### config.mk
export PLATFORM = sky130hd
export DESIGN_NAME = eadc_top
export DESIGN_NICKNAME = d
export VERILOG_FILES = /design/src/eadc_addr_shadow.v /design/src/eadc_access_sizer.v /design/src/eadc_top.v
export VERILOG_INCLUDE_DIRS = /design/src
export SDC_FILE = /design/constraint.sdc
export NUM_CORES = 1
export LEC_CHECK = 0
export BUFFER_PORTS_ARGS = -buffer_cell sky130_fd_sc_hd__buf_2
export CAP_MARGIN = 20
export CORE_AREA = 2 2 217 219
export DETAILED_ROUTE_END_ITERATION = 16
export DIE_AREA = 0 0 219 221
export PLACE_DENSITY_LB_ADDON = 0.3
export SYNTH_ARGS = -nofsm -noshare
export SYNTH_HDL_FRONTEND = slang
export SYNTH_HIERARCHICAL = 1
export SYNTH_SLANG_ARGS = --single-unit
### constraint.sdc
create_clock -name clock -period 4.08 [get_ports clock]
set_input_delay 0.204 -clock clock [delete_from_list [all_inputs] [get_ports clock]]
set_output_delay 0.204 -clock clock [all_outputs]
set_load 0.03 [all_outputs]
### src/eadc_regs.vh
`ifndef EADC_REGS_VH
`define EADC_REGS_VH

// ----------------------------------------------------------------
// Access sizes
// ----------------------------------------------------------------
`define EADC_SIZE_BYTE 2'h0
`define EADC_SIZE_WORD 2'h1
`define EADC_SIZE_LONG 2'h2

// ----------------------------------------------------------------
// Trace selections
// ----------------------------------------------------------------
`define EADC_TRACE_FG 2'h0
`define EADC_TRACE_BG 2'h1
`define EADC_TRACE_BOTH 2'h2

// ----------------------------------------------------------------
// Reset values of the shadow configuration
// ----------------------------------------------------------------
`define EADC_RST_BASE 32'h00000000
`define EADC_RST_SSP 32'h00000000
`define EADC_RST_PC 32'h00000000
`define EADC_RST_PORTA_ADDR 1'h0
`define EADC_RST_SIZE 2'h0
`define EADC_RST_TRACE 2'h0

// ----------------------------------------------------------------
// Field positions and vector table
// ----------------------------------------------------------------
`define EADC_VALID_BIT 0
`define EADC_NUM_CS 4
`define EADC_VEC_SSP 24'h000000
`define EADC_VEC_PC 24'h000004

`endif

### src/eadc_addr_shadow.v
`timescale 1ns/1ps
`include "eadc_regs.vh"

module eadc_addr_shadow (
    input wire clock,
    input wire rst,
    input wire ce,
    input wire [7:0] port_a,
    input wire [7:0] port_b,
    input wire porta_is_addr,
    input wire [127:0] cs_base,
    output reg [7:0] mapper_addr_hi,
    output reg [7:0] analyzer_addr_hi,
    output reg boot_chip_select
);

// ----------------------------------------------------------------
// Upper address rebuild from chip-select programming
// ----------------------------------------------------------------
// Chip selects arrive on the low nibble of the second port, active low.
wire [`EADC_NUM_CS-1:0] cs_hit;
wire [7:0] cs_hi [0:`EADC_NUM_CS-1];
genvar g;
generate
    for (g = 0; g < `EADC_NUM_CS; g = g + 1) begin : g_cs
        assign cs_hit[g] = ~port_b[g] & cs_base[32*g + `EADC_VALID_BIT];
        assign cs_hi[g] = cs_base[32*g+31:32*g+24];
    end
endgenerate

reg [7:0] next_mapper_addr_hi;
always @* begin
    next_mapper_addr_hi = 8'h00;
    if (porta_is_addr) begin
        next_mapper_addr_hi = port_a;
    end else if (cs_hit[0]) begin
        next_mapper_addr_hi = cs_hi[0];
    end else if (cs_hit[1]) begin
        next_mapper_addr_hi = cs_hi[1];
    end else if (cs_hit[2]) begin
        next_mapper_addr_hi = cs_hi[2];
    end else if (cs_hit[3]) begin
        next_mapper_addr_hi = cs_hi[3];
    end
end

always @(posedge clock) begin
    if (rst) begin
        mapper_addr_hi <= 8'h00;
        analyzer_addr_hi <= 8'h00;
        boot_chip_select <= 1'h0;
    end else if (ce) begin
        mapper_addr_hi <= next_mapper_addr_hi;
        // The analyzer always sees the boot base, even with address outputs.
        analyzer_addr_hi <= cs_hi[0];
        boot_chip_select <= cs_hit[0];
    end
end

endmodule // eadc_addr_shadow

### src/eadc_access_sizer.v
`timescale 1ns/1ps
`include "eadc_regs.vh"

module eadc_access_sizer (
    input wire clock,
    input wire rst,
    input wire ce,
    input wire [1:0] size_sel,
    input wire acc_req,
    input wire acc_write,
    input wire [31:0] acc_addr,
    input wire [31:0] acc_data,
    input wire cyc_done,
    output reg acc_busy,
    output reg cyc_valid,
    output reg cyc_write,
    output reg [31:0] cyc_addr,
    output reg [31:0] cyc_data,
    output reg [1:0] cyc_size
);

reg [1:0] left;
reg [31:0] shift;

// ----------------------------------------------------------------
// Split a long value into cycles of the selected size
// ----------------------------------------------------------------
always @(posedge clock) begin
    if (rst) begin
        acc_busy <= 1'h0;
        cyc_valid <= 1'h0;
        cyc_write <= 1'h0;
        cyc_addr <= 32'h00000000;
        cyc_data <= 32'h00000000;
        cyc_size <= `EADC_SIZE_BYTE;
        left <= 2'h0;
        shift <= 32'h00000000;
    end else if (ce) begin
        if (!acc_busy && acc_req) begin
            acc_busy <= 1'h1;
            cyc_valid <= 1'h1;
            cyc_write <= acc_write;
            cyc_addr <= acc_addr;
            cyc_size <= size_sel;
            case (size_sel)
                `EADC_SIZE_BYTE: begin
                    cyc_data <= {24'h000000, acc_data[31:24]};
                    shift <= {acc_data[23:0], 8'h00};
                    left <= 2'h3;
                end
                `EADC_SIZE_WORD: begin
                    cyc_data <= {16'h0000, acc_data[31:16]};
                    shift <= {acc_data[15:0], 16'h0000};
                    left <= 2'h1;
                end
                default: begin
                    cyc_data <= acc_data;
                    shift <= 32'h00000000;
                    left <= 2'h0;
                end
            endcase
        end else if (acc_busy && cyc_done) begin
            if (left == 2'h0) begin
                acc_busy <= 1'h0;
                cyc_valid <= 1'h0;
            end else begin
                left <= left - 2'h1;
                if (cyc_size == `EADC_SIZE_BYTE) begin
                    cyc_addr <= cyc_addr + 32'h00000001;
                    cyc_data <= {24'h000000, shift[31:24]};
                    shift <= {shift[23:0], 8'h00};
                end else begin
                    cyc_addr <= cyc_addr + 32'h00000002;
                    cyc_data <= {16'h0000, shift[31:16]};
                    shift <= {shift[15:0], 16'h0000};
                end
            end
        end
    end
end

endmodule // eadc_access_sizer

### src/eadc_top.v
`timescale 1ns/1ps
`include "eadc_regs.vh"


module eadc_top (
    input wire clock,
    input wire rst,
    input wire ce,
    input wire [7:0] pin_port_a,
    input wire [7:0] pin_port_b,
    input wire pin_target_reset,
    input wire cfg_load,
    input wire cfg_porta_is_addr,
    input wire [127:0] cfg_cs_base,
    input wire [31:0] cfg_module_base,
    input wire [31:0] cfg_reset_ssp,
    input wire [31:0] cfg_reset_pc,
    input wire [1:0] cfg_access_size,
    input wire cfg_rom_break_en,
    input wire [1:0] cfg_trace_mode,
    input wire bg_monitor,
    input wire emu_reset_req,
    input wire run_from_reset_cmd,
    input wire run_cmd,
    input wire break_cmd,
    input wire vec_rd_done,
    input wire [31:0] vec_rd_data,
    input wire user_write,
    input wire region_is_rom,
    input wire region_writable,
    input wire cyc_is_background,
    input wire cyc_is_mem,
    input wire acc_req,
    input wire acc_write,
    input wire [31:0] acc_addr,
    input wire [31:0] acc_data,
    input wire cyc_done,
    output wire [7:0] mapper_addr_hi,
    output wire [7:0] analyzer_addr_hi,
    output wire boot_chip_select,
    output reg regs_load,
    output reg [31:0] ssp_value,
    output reg [31:0] pc_value,
    output reg sync_to_integration,
    output reg monitor_active,
    output reg run_active,
    output reg break_to_monitor,
    output reg rom_write_commit,
    output reg trace_capture,
    output reg vec_rd_req,
    output reg [31:0] vec_rd_addr,
    output reg shadow_base_valid,
    output wire acc_busy,
    output wire cyc_valid,
    output wire cyc_write,
    output wire [31:0] cyc_addr,
    output wire [31:0] cyc_data,
    output wire [1:0] cyc_size
);

localparam S_RESET = 3'h0;
localparam S_LOAD_CFG = 3'h1;
localparam S_SYNC = 3'h2;
localparam S_MONITOR = 3'h3;
localparam S_VEC_SSP = 3'h4;
localparam S_VEC_PC = 3'h5;
localparam S_RUN = 3'h6;

// ----------------------------------------------------------------
// Pin synchronisers
// ----------------------------------------------------------------
reg [7:0] pa_s1;
reg [7:0] pa_s2;
reg [7:0] pb_s1;
reg [7:0] pb_s2;
reg tr_s1;
reg tr_s2;

always @(posedge clock) begin
    if (rst) begin
        pa_s1 <= 8'h00;
        pa_s2 <= 8'h00;
        pb_s1 <= 8'hff;
        pb_s2 <= 8'hff;
        tr_s1 <= 1'h0;
        tr_s2 <= 1'h0;
    end else if (ce) begin
        pa_s1 <= pin_port_a;
        pa_s2 <= pa_s1;
        pb_s1 <= pin_port_b;
        pb_s2 <= pb_s1;
        tr_s1 <= pin_target_reset;
        tr_s2 <= tr_s1;
    end
end

// ----------------------------------------------------------------
// Shadow configuration
// ----------------------------------------------------------------
reg sh_porta_is_addr;
reg [127:0] sh_cs_base;
reg [31:0] sh_module_base;
reg [31:0] sh_reset_ssp;
reg [31:0] sh_reset_pc;
reg [1:0] sh_access_size;
reg sh_rom_break_en;
reg [1:0] sh_trace_mode;
reg [2:0] state;

wire running = (state == S_RUN);

always @(posedge clock) begin
    if (rst) begin
        sh_porta_is_addr <= `EADC_RST_PORTA_ADDR;
        sh_cs_base <= {4{`EADC_RST_BASE}};
        sh_module_base <= `EADC_RST_BASE;
        sh_reset_ssp <= `EADC_RST_SSP;
        sh_reset_pc <= `EADC_RST_PC;
        sh_access_size <= `EADC_RST_SIZE;
        sh_rom_break_en <= 1'h0;
        sh_trace_mode <= `EADC_RST_TRACE;
        shadow_base_valid <= 1'h0;
    end else if (ce) begin
        // A load is refused while the user program runs.
        if (cfg_load && !running) begin
            sh_porta_is_addr <= cfg_porta_is_addr;
            sh_cs_base <= cfg_cs_base;
            sh_module_base <= cfg_module_base;
            sh_reset_ssp <= cfg_reset_ssp;
            sh_reset_pc <= cfg_reset_pc;
            sh_access_size <= cfg_access_size;
            sh_rom_break_en <= cfg_rom_break_en;
            sh_trace_mode <= cfg_trace_mode;
        end
        shadow_base_valid <= sh_module_base[`EADC_VALID_BIT];
    end
end

eadc_addr_shadow u_shadow (
    .clock(clock),
    .rst(rst),
    .ce(ce),
    .port_a(pa_s2),
    .port_b(pb_s2),
    .porta_is_addr(sh_porta_is_addr),
    .cs_base(sh_cs_base),
    .mapper_addr_hi(mapper_addr_hi),
    .analyzer_addr_hi(analyzer_addr_hi),
    .boot_chip_select(boot_chip_select)
);

eadc_access_sizer u_sizer (
    .clock(clock),
    .rst(rst),
    .ce(ce),
    .size_sel(sh_access_size),
    .acc_req(acc_req & ~running),
    .acc_write(acc_write),
    .acc_addr(acc_addr),
    .acc_data(acc_data),
    .cyc_done(cyc_done),
    .acc_busy(acc_busy),
    .cyc_valid(cyc_valid),
    .cyc_write(cyc_write),
    .cyc_addr(cyc_addr),
    .cyc_data(cyc_data),
    .cyc_size(cyc_size)
);

// ----------------------------------------------------------------
// Reset, monitor and run sequencing
// ----------------------------------------------------------------
wire rom_break = running && user_write && region_is_rom && sh_rom_break_en;

always @(posedge clock) begin
    if (rst) begin
        state <= S_RESET;
        regs_load <= 1'h0;
        ssp_value <= 32'h00000000;
        pc_value <= 32'h00000000;
        sync_to_integration <= 1'h0;
        monitor_active <= 1'h0;
        run_active <= 1'h0;
        break_to_monitor <= 1'h0;
        vec_rd_req <= 1'h0;
        vec_rd_addr <= 32'h00000000;
    end else if (ce) begin
        regs_load <= 1'h0;
        sync_to_integration <= 1'h0;
        break_to_monitor <= 1'h0;
        case (state)
            S_RESET: begin
                if (!emu_reset_req) begin
                    if (run_from_reset_cmd) begin
                        state <= S_VEC_SSP;
                        vec_rd_req <= 1'h1;
                        vec_rd_addr <= {sh_cs_base[31:24], `EADC_VEC_SSP};
                    end else begin
                        state <= S_LOAD_CFG;
                    end
                end
            end
            S_LOAD_CFG: begin
                ssp_value <= {sh_reset_ssp[31:1], 1'b0};
                pc_value <= {sh_reset_pc[31:1], 1'b0};
                regs_load <= 1'h1;
                state <= S_SYNC;
            end
            S_SYNC: begin
                sync_to_integration <= 1'h1;
                break_to_monitor <= 1'h1;
                monitor_active <= 1'h1;
                state <= S_MONITOR;
            end
            S_MONITOR: begin
                // An emulator reset in the monitor returns to S_RESET and reloads the registers; the target reset pin does not.
                if (emu_reset_req) begin
                    monitor_active <= 1'h0;
                    state <= S_RESET;
                end else if (run_cmd) begin
                    monitor_active <= 1'h0;
                    run_active <= 1'h1;
                    state <= S_RUN;
                end
            end
            S_VEC_SSP: begin
                if (vec_rd_done) begin
                    ssp_value <= vec_rd_data;
                    vec_rd_addr <= {sh_cs_base[31:24], `EADC_VEC_PC};
                    state <= S_VEC_PC;
                end
            end
            S_VEC_PC: begin
                if (vec_rd_done) begin
                    pc_value <= vec_rd_data;
                    vec_rd_req <= 1'h0;
                    regs_load <= 1'h1;
                    run_active <= 1'h1;
                    state <= S_RUN;
                end
            end
            S_RUN: begin
                if (emu_reset_req) begin
                    run_active <= 1'h0;
                    state <= S_RESET;
                end else if (rom_break || break_cmd) begin
                    break_to_monitor <= 1'h1;
                    run_active <= 1'h0;
                    monitor_active <= 1'h1;
                    state <= S_MONITOR;
                end
            end
            default: begin
                state <= S_RESET;
            end
        endcase
    end
end

// ----------------------------------------------------------------
// ROM write pass-through and trace qualifier
// ----------------------------------------------------------------
always @(posedge clock) begin
    if (rst) begin
        rom_write_commit <= 1'h0;
        trace_capture <= 1'h0;
    end else if (ce) begin
        // The write goes ahead whether or not it also breaks.
        rom_write_commit <= user_write && region_is_rom && region_writable;
        case (sh_trace_mode)
            `EADC_TRACE_FG: trace_capture <= ~cyc_is_background;
            `EADC_TRACE_BG: trace_capture <= cyc_is_background & cyc_is_mem;
            `EADC_TRACE_BOTH: trace_capture <= ~cyc_is_background | cyc_is_mem;
            default: trace_capture <= 1'h0;
        endcase
    end
end

// Stack pointer placement is the operator's duty, as is matching setup.
// The synchronised target reset deliberately leaves the stack pointer and PC alone.
wire unused_target_reset = tr_s2 & bg_monitor;

endmodule // eadc_top

## Yosys cells after proc, flatten, opt, wreduce, memory -nomap -nowiden

Cells that the tools add are included.

| storage, ports and cells | value |
|---|---|
| register bits | 450 |
| word-level logic and storage cells | 170 |
| input port bits | 361 |

| operators by class | value |
|---|---|
| muxes and demuxes | 64 |
| add/subtract/negate cells | 3 |
| reductions and logical operators | 35 |
| eq/ne operators | 20 |
| bitwise logic cells | 13 |

Operator list:

| cell | number |
|---|---|
| $mux W32 | 15 |
| $pmux W32 S2 | 5 |
| $mux W8 | 5 |
| $add A32 B1 Y32 const B | 1 |
| $add A32 B2 Y32 const B | 1 |
| $mux W3 | 8 |
| $pmux W3 S7 | 1 |
| $mux W1 | 19 |
| $mux W16 | 1 |
| $reduce_and A5 Y1 | 3 |
| $ne A2 B2 Y1 const B | 7 |
| $reduce_and A3 Y1 | 4 |
| $reduce_and A6 Y1 | 2 |
| $reduce_bool A2 Y1 | 6 |
| $eq A3 B3 Y1 const B | 3 |
| $pmux W1 S3 | 3 |
| $logic_and A1 B1 Y1 | 8 |
| $logic_not A2 Y1 | 4 |
| $and A1 B1 Y1 | 6 |
| $eq A3 B2 Y1 const B | 2 |
| $mux W2 | 3 |
| $not A1 Y1 | 6 |
| $pmux W1 S2 | 3 |
| $reduce_bool A3 Y1 | 2 |
| other kinds (13) | 17 |

## Longest topological paths before layout

| depth | value |
|---|---|
| depth after elaboration | 8 |
| depth in mapped cells | 11 |
| depth with buffers taken out | 7 |

## Modules after synthesis

The synthesis kept the hierarchy.

Modules (own cells, without submodules):

| module | seq. area each (um^2) | times used | area an instance (um^2) | cells each |
|---|---|---|---|---|
| eadc_top | 6286.0 | 1 | 11893.9 | 1388 |
| eadc_access_sizer | 1881.8 | 1 | 5004.8 | 646 |
| eadc_addr_shadow | 340.3 | 1 | 924.6 | 108 |

## Least setup slack after synthesis

OpenSTA, ideal clock, no wires.

| timing path | value |
|---|---|
| path type | reg-to-reg |
| start | reg u_sizer.cyc_addr[1] |
| end | reg u_sizer.cyc_addr[28] |
| arrival time | 2485 ps |
| setup slack | 1521 ps |
| cell stages (with the launch flop) | 7 |
| period minus slack after synthesis | 2559 ps |
| required time | 4006 ps |
| path through | dfxtp_1 -> ha_1 -> or3b_4 -> a2111oi_4 -> nand3_2 -> or4_1 -> a31oi_1 |

| on the way | value |
|---|---|
| word-level cells in the longest chain between the ends | 5 |

RTL lines:

| element | line | source |
|---|---|---|
| from (decl) | eadc_access_sizer.v:17 | `output reg [31:0] cyc_addr,` |
| from (signal assigned) | eadc_access_sizer.v:43 | `cyc_addr <= acc_addr;` |
| from (signal assigned) | eadc_access_sizer.v:69 | `cyc_addr <= cyc_addr + 32'h00000001;` |
| from (signal assigned) | eadc_access_sizer.v:73 | `cyc_addr <= cyc_addr + 32'h00000002;` |
| $add A32 B2 Y32 / $add A32 B1 Y32 (equally long branches) | eadc_access_sizer.v:73, eadc_access_sizer.v:69 |  |
| $mux W32 (*) | eadc_access_sizer.v:68 | `` if (cyc_size == `EADC_SIZE_BYTE) begin `` |
| $mux W32 (*) | eadc_access_sizer.v:63 | `if (left == 2'h0) begin` |
| $mux W32 (*) | eadc_access_sizer.v:62 | `end else if (acc_busy && cyc_done) begin` |
| $mux W32 (*) | eadc_access_sizer.v:39 | `if (!acc_busy && acc_req) begin` |

Mark *: on every way between the ends. The rest lies on a longest branch, timed or not. The select of a mux whose other input is x is not followed.
A chain may end at the register's enable or synchronous reset.

## Final worst setup path

| timing path | value |
|---|---|
| start | reg state[0] |
| end | reg u_sizer.cyc_addr[18] |

| on the way | value |
|---|---|
| word-level cells in the longest chain between the ends | 6 |

RTL lines:

| element | line | source |
|---|---|---|
| from (decl) | eadc_top.v:108 | `reg [2:0] state;` |
| from (signal assigned) | eadc_top.v:177 | `state <= S_RESET;` |
| from (signal assigned) | eadc_top.v:195 | `state <= S_VEC_SSP;` |
| from (signal assigned) | eadc_top.v:199 | `state <= S_LOAD_CFG;` |
| $eq A3 B3 Y1 (*) | eadc_top.v:110 | `wire running = (state == S_RUN);` |
| $not A1 Y1 (*) | eadc_top.v:157 | `.acc_req(acc_req & ~running),` |
| $and A1 B1 Y1 (*) | eadc_top.v:157 |  |
| $logic_and A1 B1 Y1 (*) | eadc_access_sizer.v:39 |  |
| $ne A2 B1 Y1 (no line) / $reduce_bool A2 Y1 (equally long branches) | - |  |
| $reduce_and A3 Y1 (no line) | - |  |

Mark *: on every way between the ends. The rest lies on a longest branch, timed or not.

==> qor.txt <==
Status - completed
WS Path Type - register to register
Pwr Total - 8.217 mW
Top Family by Delay on Critical Path - simple AND/OR/NAND/NOR gates
DR WL met3 - 4.367 mm
DRT Pass-1 Iters - 6
Non-filler instance count after layout - 2881
Cells resized by post-CTS repair - 0
Max-Cap Viols - 0
Postcts setup bufs - 0
Worst Setup Start Kind - register
Die H - 221 um
Fill count - 4617
CTS max path bufs - 3
Clock slew at reported path FFs - 60 ps
CTS Buf Count - 39
Antenna viol nets, final - 0
Crit path buffers/inverters - 1
Unrepaired setup endpoints after global routing - no
Die ar. - 48400 um2
Period utilization - 77.46%
Internal - 5.916 mW
Min-Delay Path Class - primary input to register
First-pass GRT wire length - 79.54 mm
Area Overhead vs Synth - 37.77%
Vias - 14788
Hold Fails Final Rpt - 0
GRT Total Usage - 20.39%
Clock share of power - 42.2%
Cells along the critical path - nand3b_1, and2_1, nand3b_1, buf_4, nand2_2, and3_1, a211oi_1, a311oi_1
Sw Ratio - 28.00%
WL final - 51.11 mm
Skew final - 20.26 ps
Crit-path max FO - 33
Core Rows - 79
Critical path's slowest cell - dfxtp_1
Via density - 5.133
Final #Nets - 2607
Ports - 552
Starting DRT DRC Count - 1244
CP most frequent cell - nand3b_1
Logic pwr share - 15.7%
Initial antenna violation count - 5
Tmin final - 3160 ps
Clock sink total - 325
Worst-Margin Slew - 1093 ps
Worst IR drop on VDD - 0.4041 mV
Drt wl/cell - 17.74 um
# H-tree levels - 2
Dpl cells - 2612
Initial Util - 31.46%
CP arrival - 3610 ps
Highest routed layer - met4
Die width - 219 um
Fin. max-slew vios - 0
Reg power frac - 42.2%
Slew HR - 27.06%
Core Area - 46060 um2
Root Driver - clkbuf_16
Required time of the critical path - 4530 ps
Switching pwr - 2.300 mW
Largest net degree at the start of global routing - 120
Setup violators final - 0
DP HPWL - 34.35 mm
Insertion delay to the later sink of the worst-skew pair - 550 ps
Post-Synthesis Cells - 1737
Overflow after GRT - 0
Routability congestion estimate from global placement - 0.8532
Post-detailed-route DRC marker count - 0
M1 WL - 21.51 mm
Number of global-route vias before repair - 14400
Critical Path Max Stage Delay - 690 ps
Fraction of layout cells with a size suffix above 1 - 22.86%
Critical path capture point type - register
Mean post-synth cell area - 8.343 um2
Synth Warn # - 6
CTS tree - yes
Peak Freq - 316.4 MHz
Fin Setup TNS - 0 ps
Leak Pwr - 8.305 nW
Mapped cell area - 14490 um2
Hold-fix buffer count after cts - 196
Number of port buffers - 397
Pwr Density - 411.6 nW/um2
Met2 routed WL - 24.10 mm
-- layout make-up --
class / count / area, um2 / area share [%]
Antenna cell: 4 / 10.01 / 0.05014
Tap cell: 607 / 759.5 / 3.804
Timing Repair Buffer: 627 / 4242 / 21.25
Inverter: 13 / 48.80 / 0.2444
Sequential cell: 325 / 6506 / 32.59
Clock inverter: 11 / 133.9 / 0.6706
Multi-Input combinational cell: 1237 / 7129 / 35.71
Clock buffer: 57 / 1135 / 5.684
-- stage by stage --
stage                     util, %  hold slack [ps]  worst slack, ps  area (um2)
after floorplan                 -            331.8             1521       14570
after global placement      36.29            421.0             1051       16720
after detailed placement    36.29            430.7            908.3       16720
after CTS                   43.30           0.9235            889.7       19950
after global routing        43.33            31.43            658.5       19960
final                       43.34            33.93            919.7       19960
-- sequential cells by signal (all words and copies together), names as in the netlist, 9 cells and up --
name / flops
u_sizer/cyc_data: 32
sh_reset_pc: 31
sh_reset_ssp: 31
u_sizer/shift: 24
sh_cs_base: 36
pc_value: 32
ssp_value: 32
u_sizer/cyc_addr: 32
vec_rd_addr: 9
-- layout by cell type (no fill, tap or decap), drive strengths merged, types with 13 or more instances in the layout --
cell type	n
dfxtp	325
a211oi	78
o211ai	13
mux2i	132
o21ai	38
nor3	20
dlygate4sd3	196
inv	13
buf	431
clkbuf	57
a21oi	179
nand2	324
a22oi	15
a221oi	14
nor2	163
conb	23
nand3	52
a31oi	14
-- worst reg2reg max path, stage by stage, from the launching register on --
cell and delay, ps:
dfxtp_1 690, nand3b_1 430, and2_1 250, nand3b_1 220, buf_4 260, nand2_2 530, and3_1 290, a211oi_1 90
a311oi_1 310
-- power groups by stage --
stage / Clock (mW) / Sequential (mW) / Combinational (mW)
global route: 3.68 / 3.48 / 1.40
CTS: 3.56 / 3.46 / 1.28
global placement: 0 / 3.52 / 1.11
detailed placement: 0 / 3.53 / 1.13
finish: 3.47 / 3.46 / 1.29
floorplan: 0 / 3.66 / 0.619
-- final timing paths --
path,from,to,slack (ps),cells past startpoint
worst min register to register,sh_cs_base[123],sh_cs_base[123],450,2
worst min-delay path,vec_rd_data[7],pc_value[7],30,3
worst max register to register,state[0],u_sizer/cyc_addr[18],920,8
worst max-delay path,state[0],u_sizer/cyc_addr[18],920,8
-- routing by layer --
layer	global-route usage [%]	vias to the layer above
met1	26.02	7000
met2	33.65	608
met5	0	-
li1	-	7099
met3	5.512	81
met4	5.732	0
(Power assumes the default switching activity.)
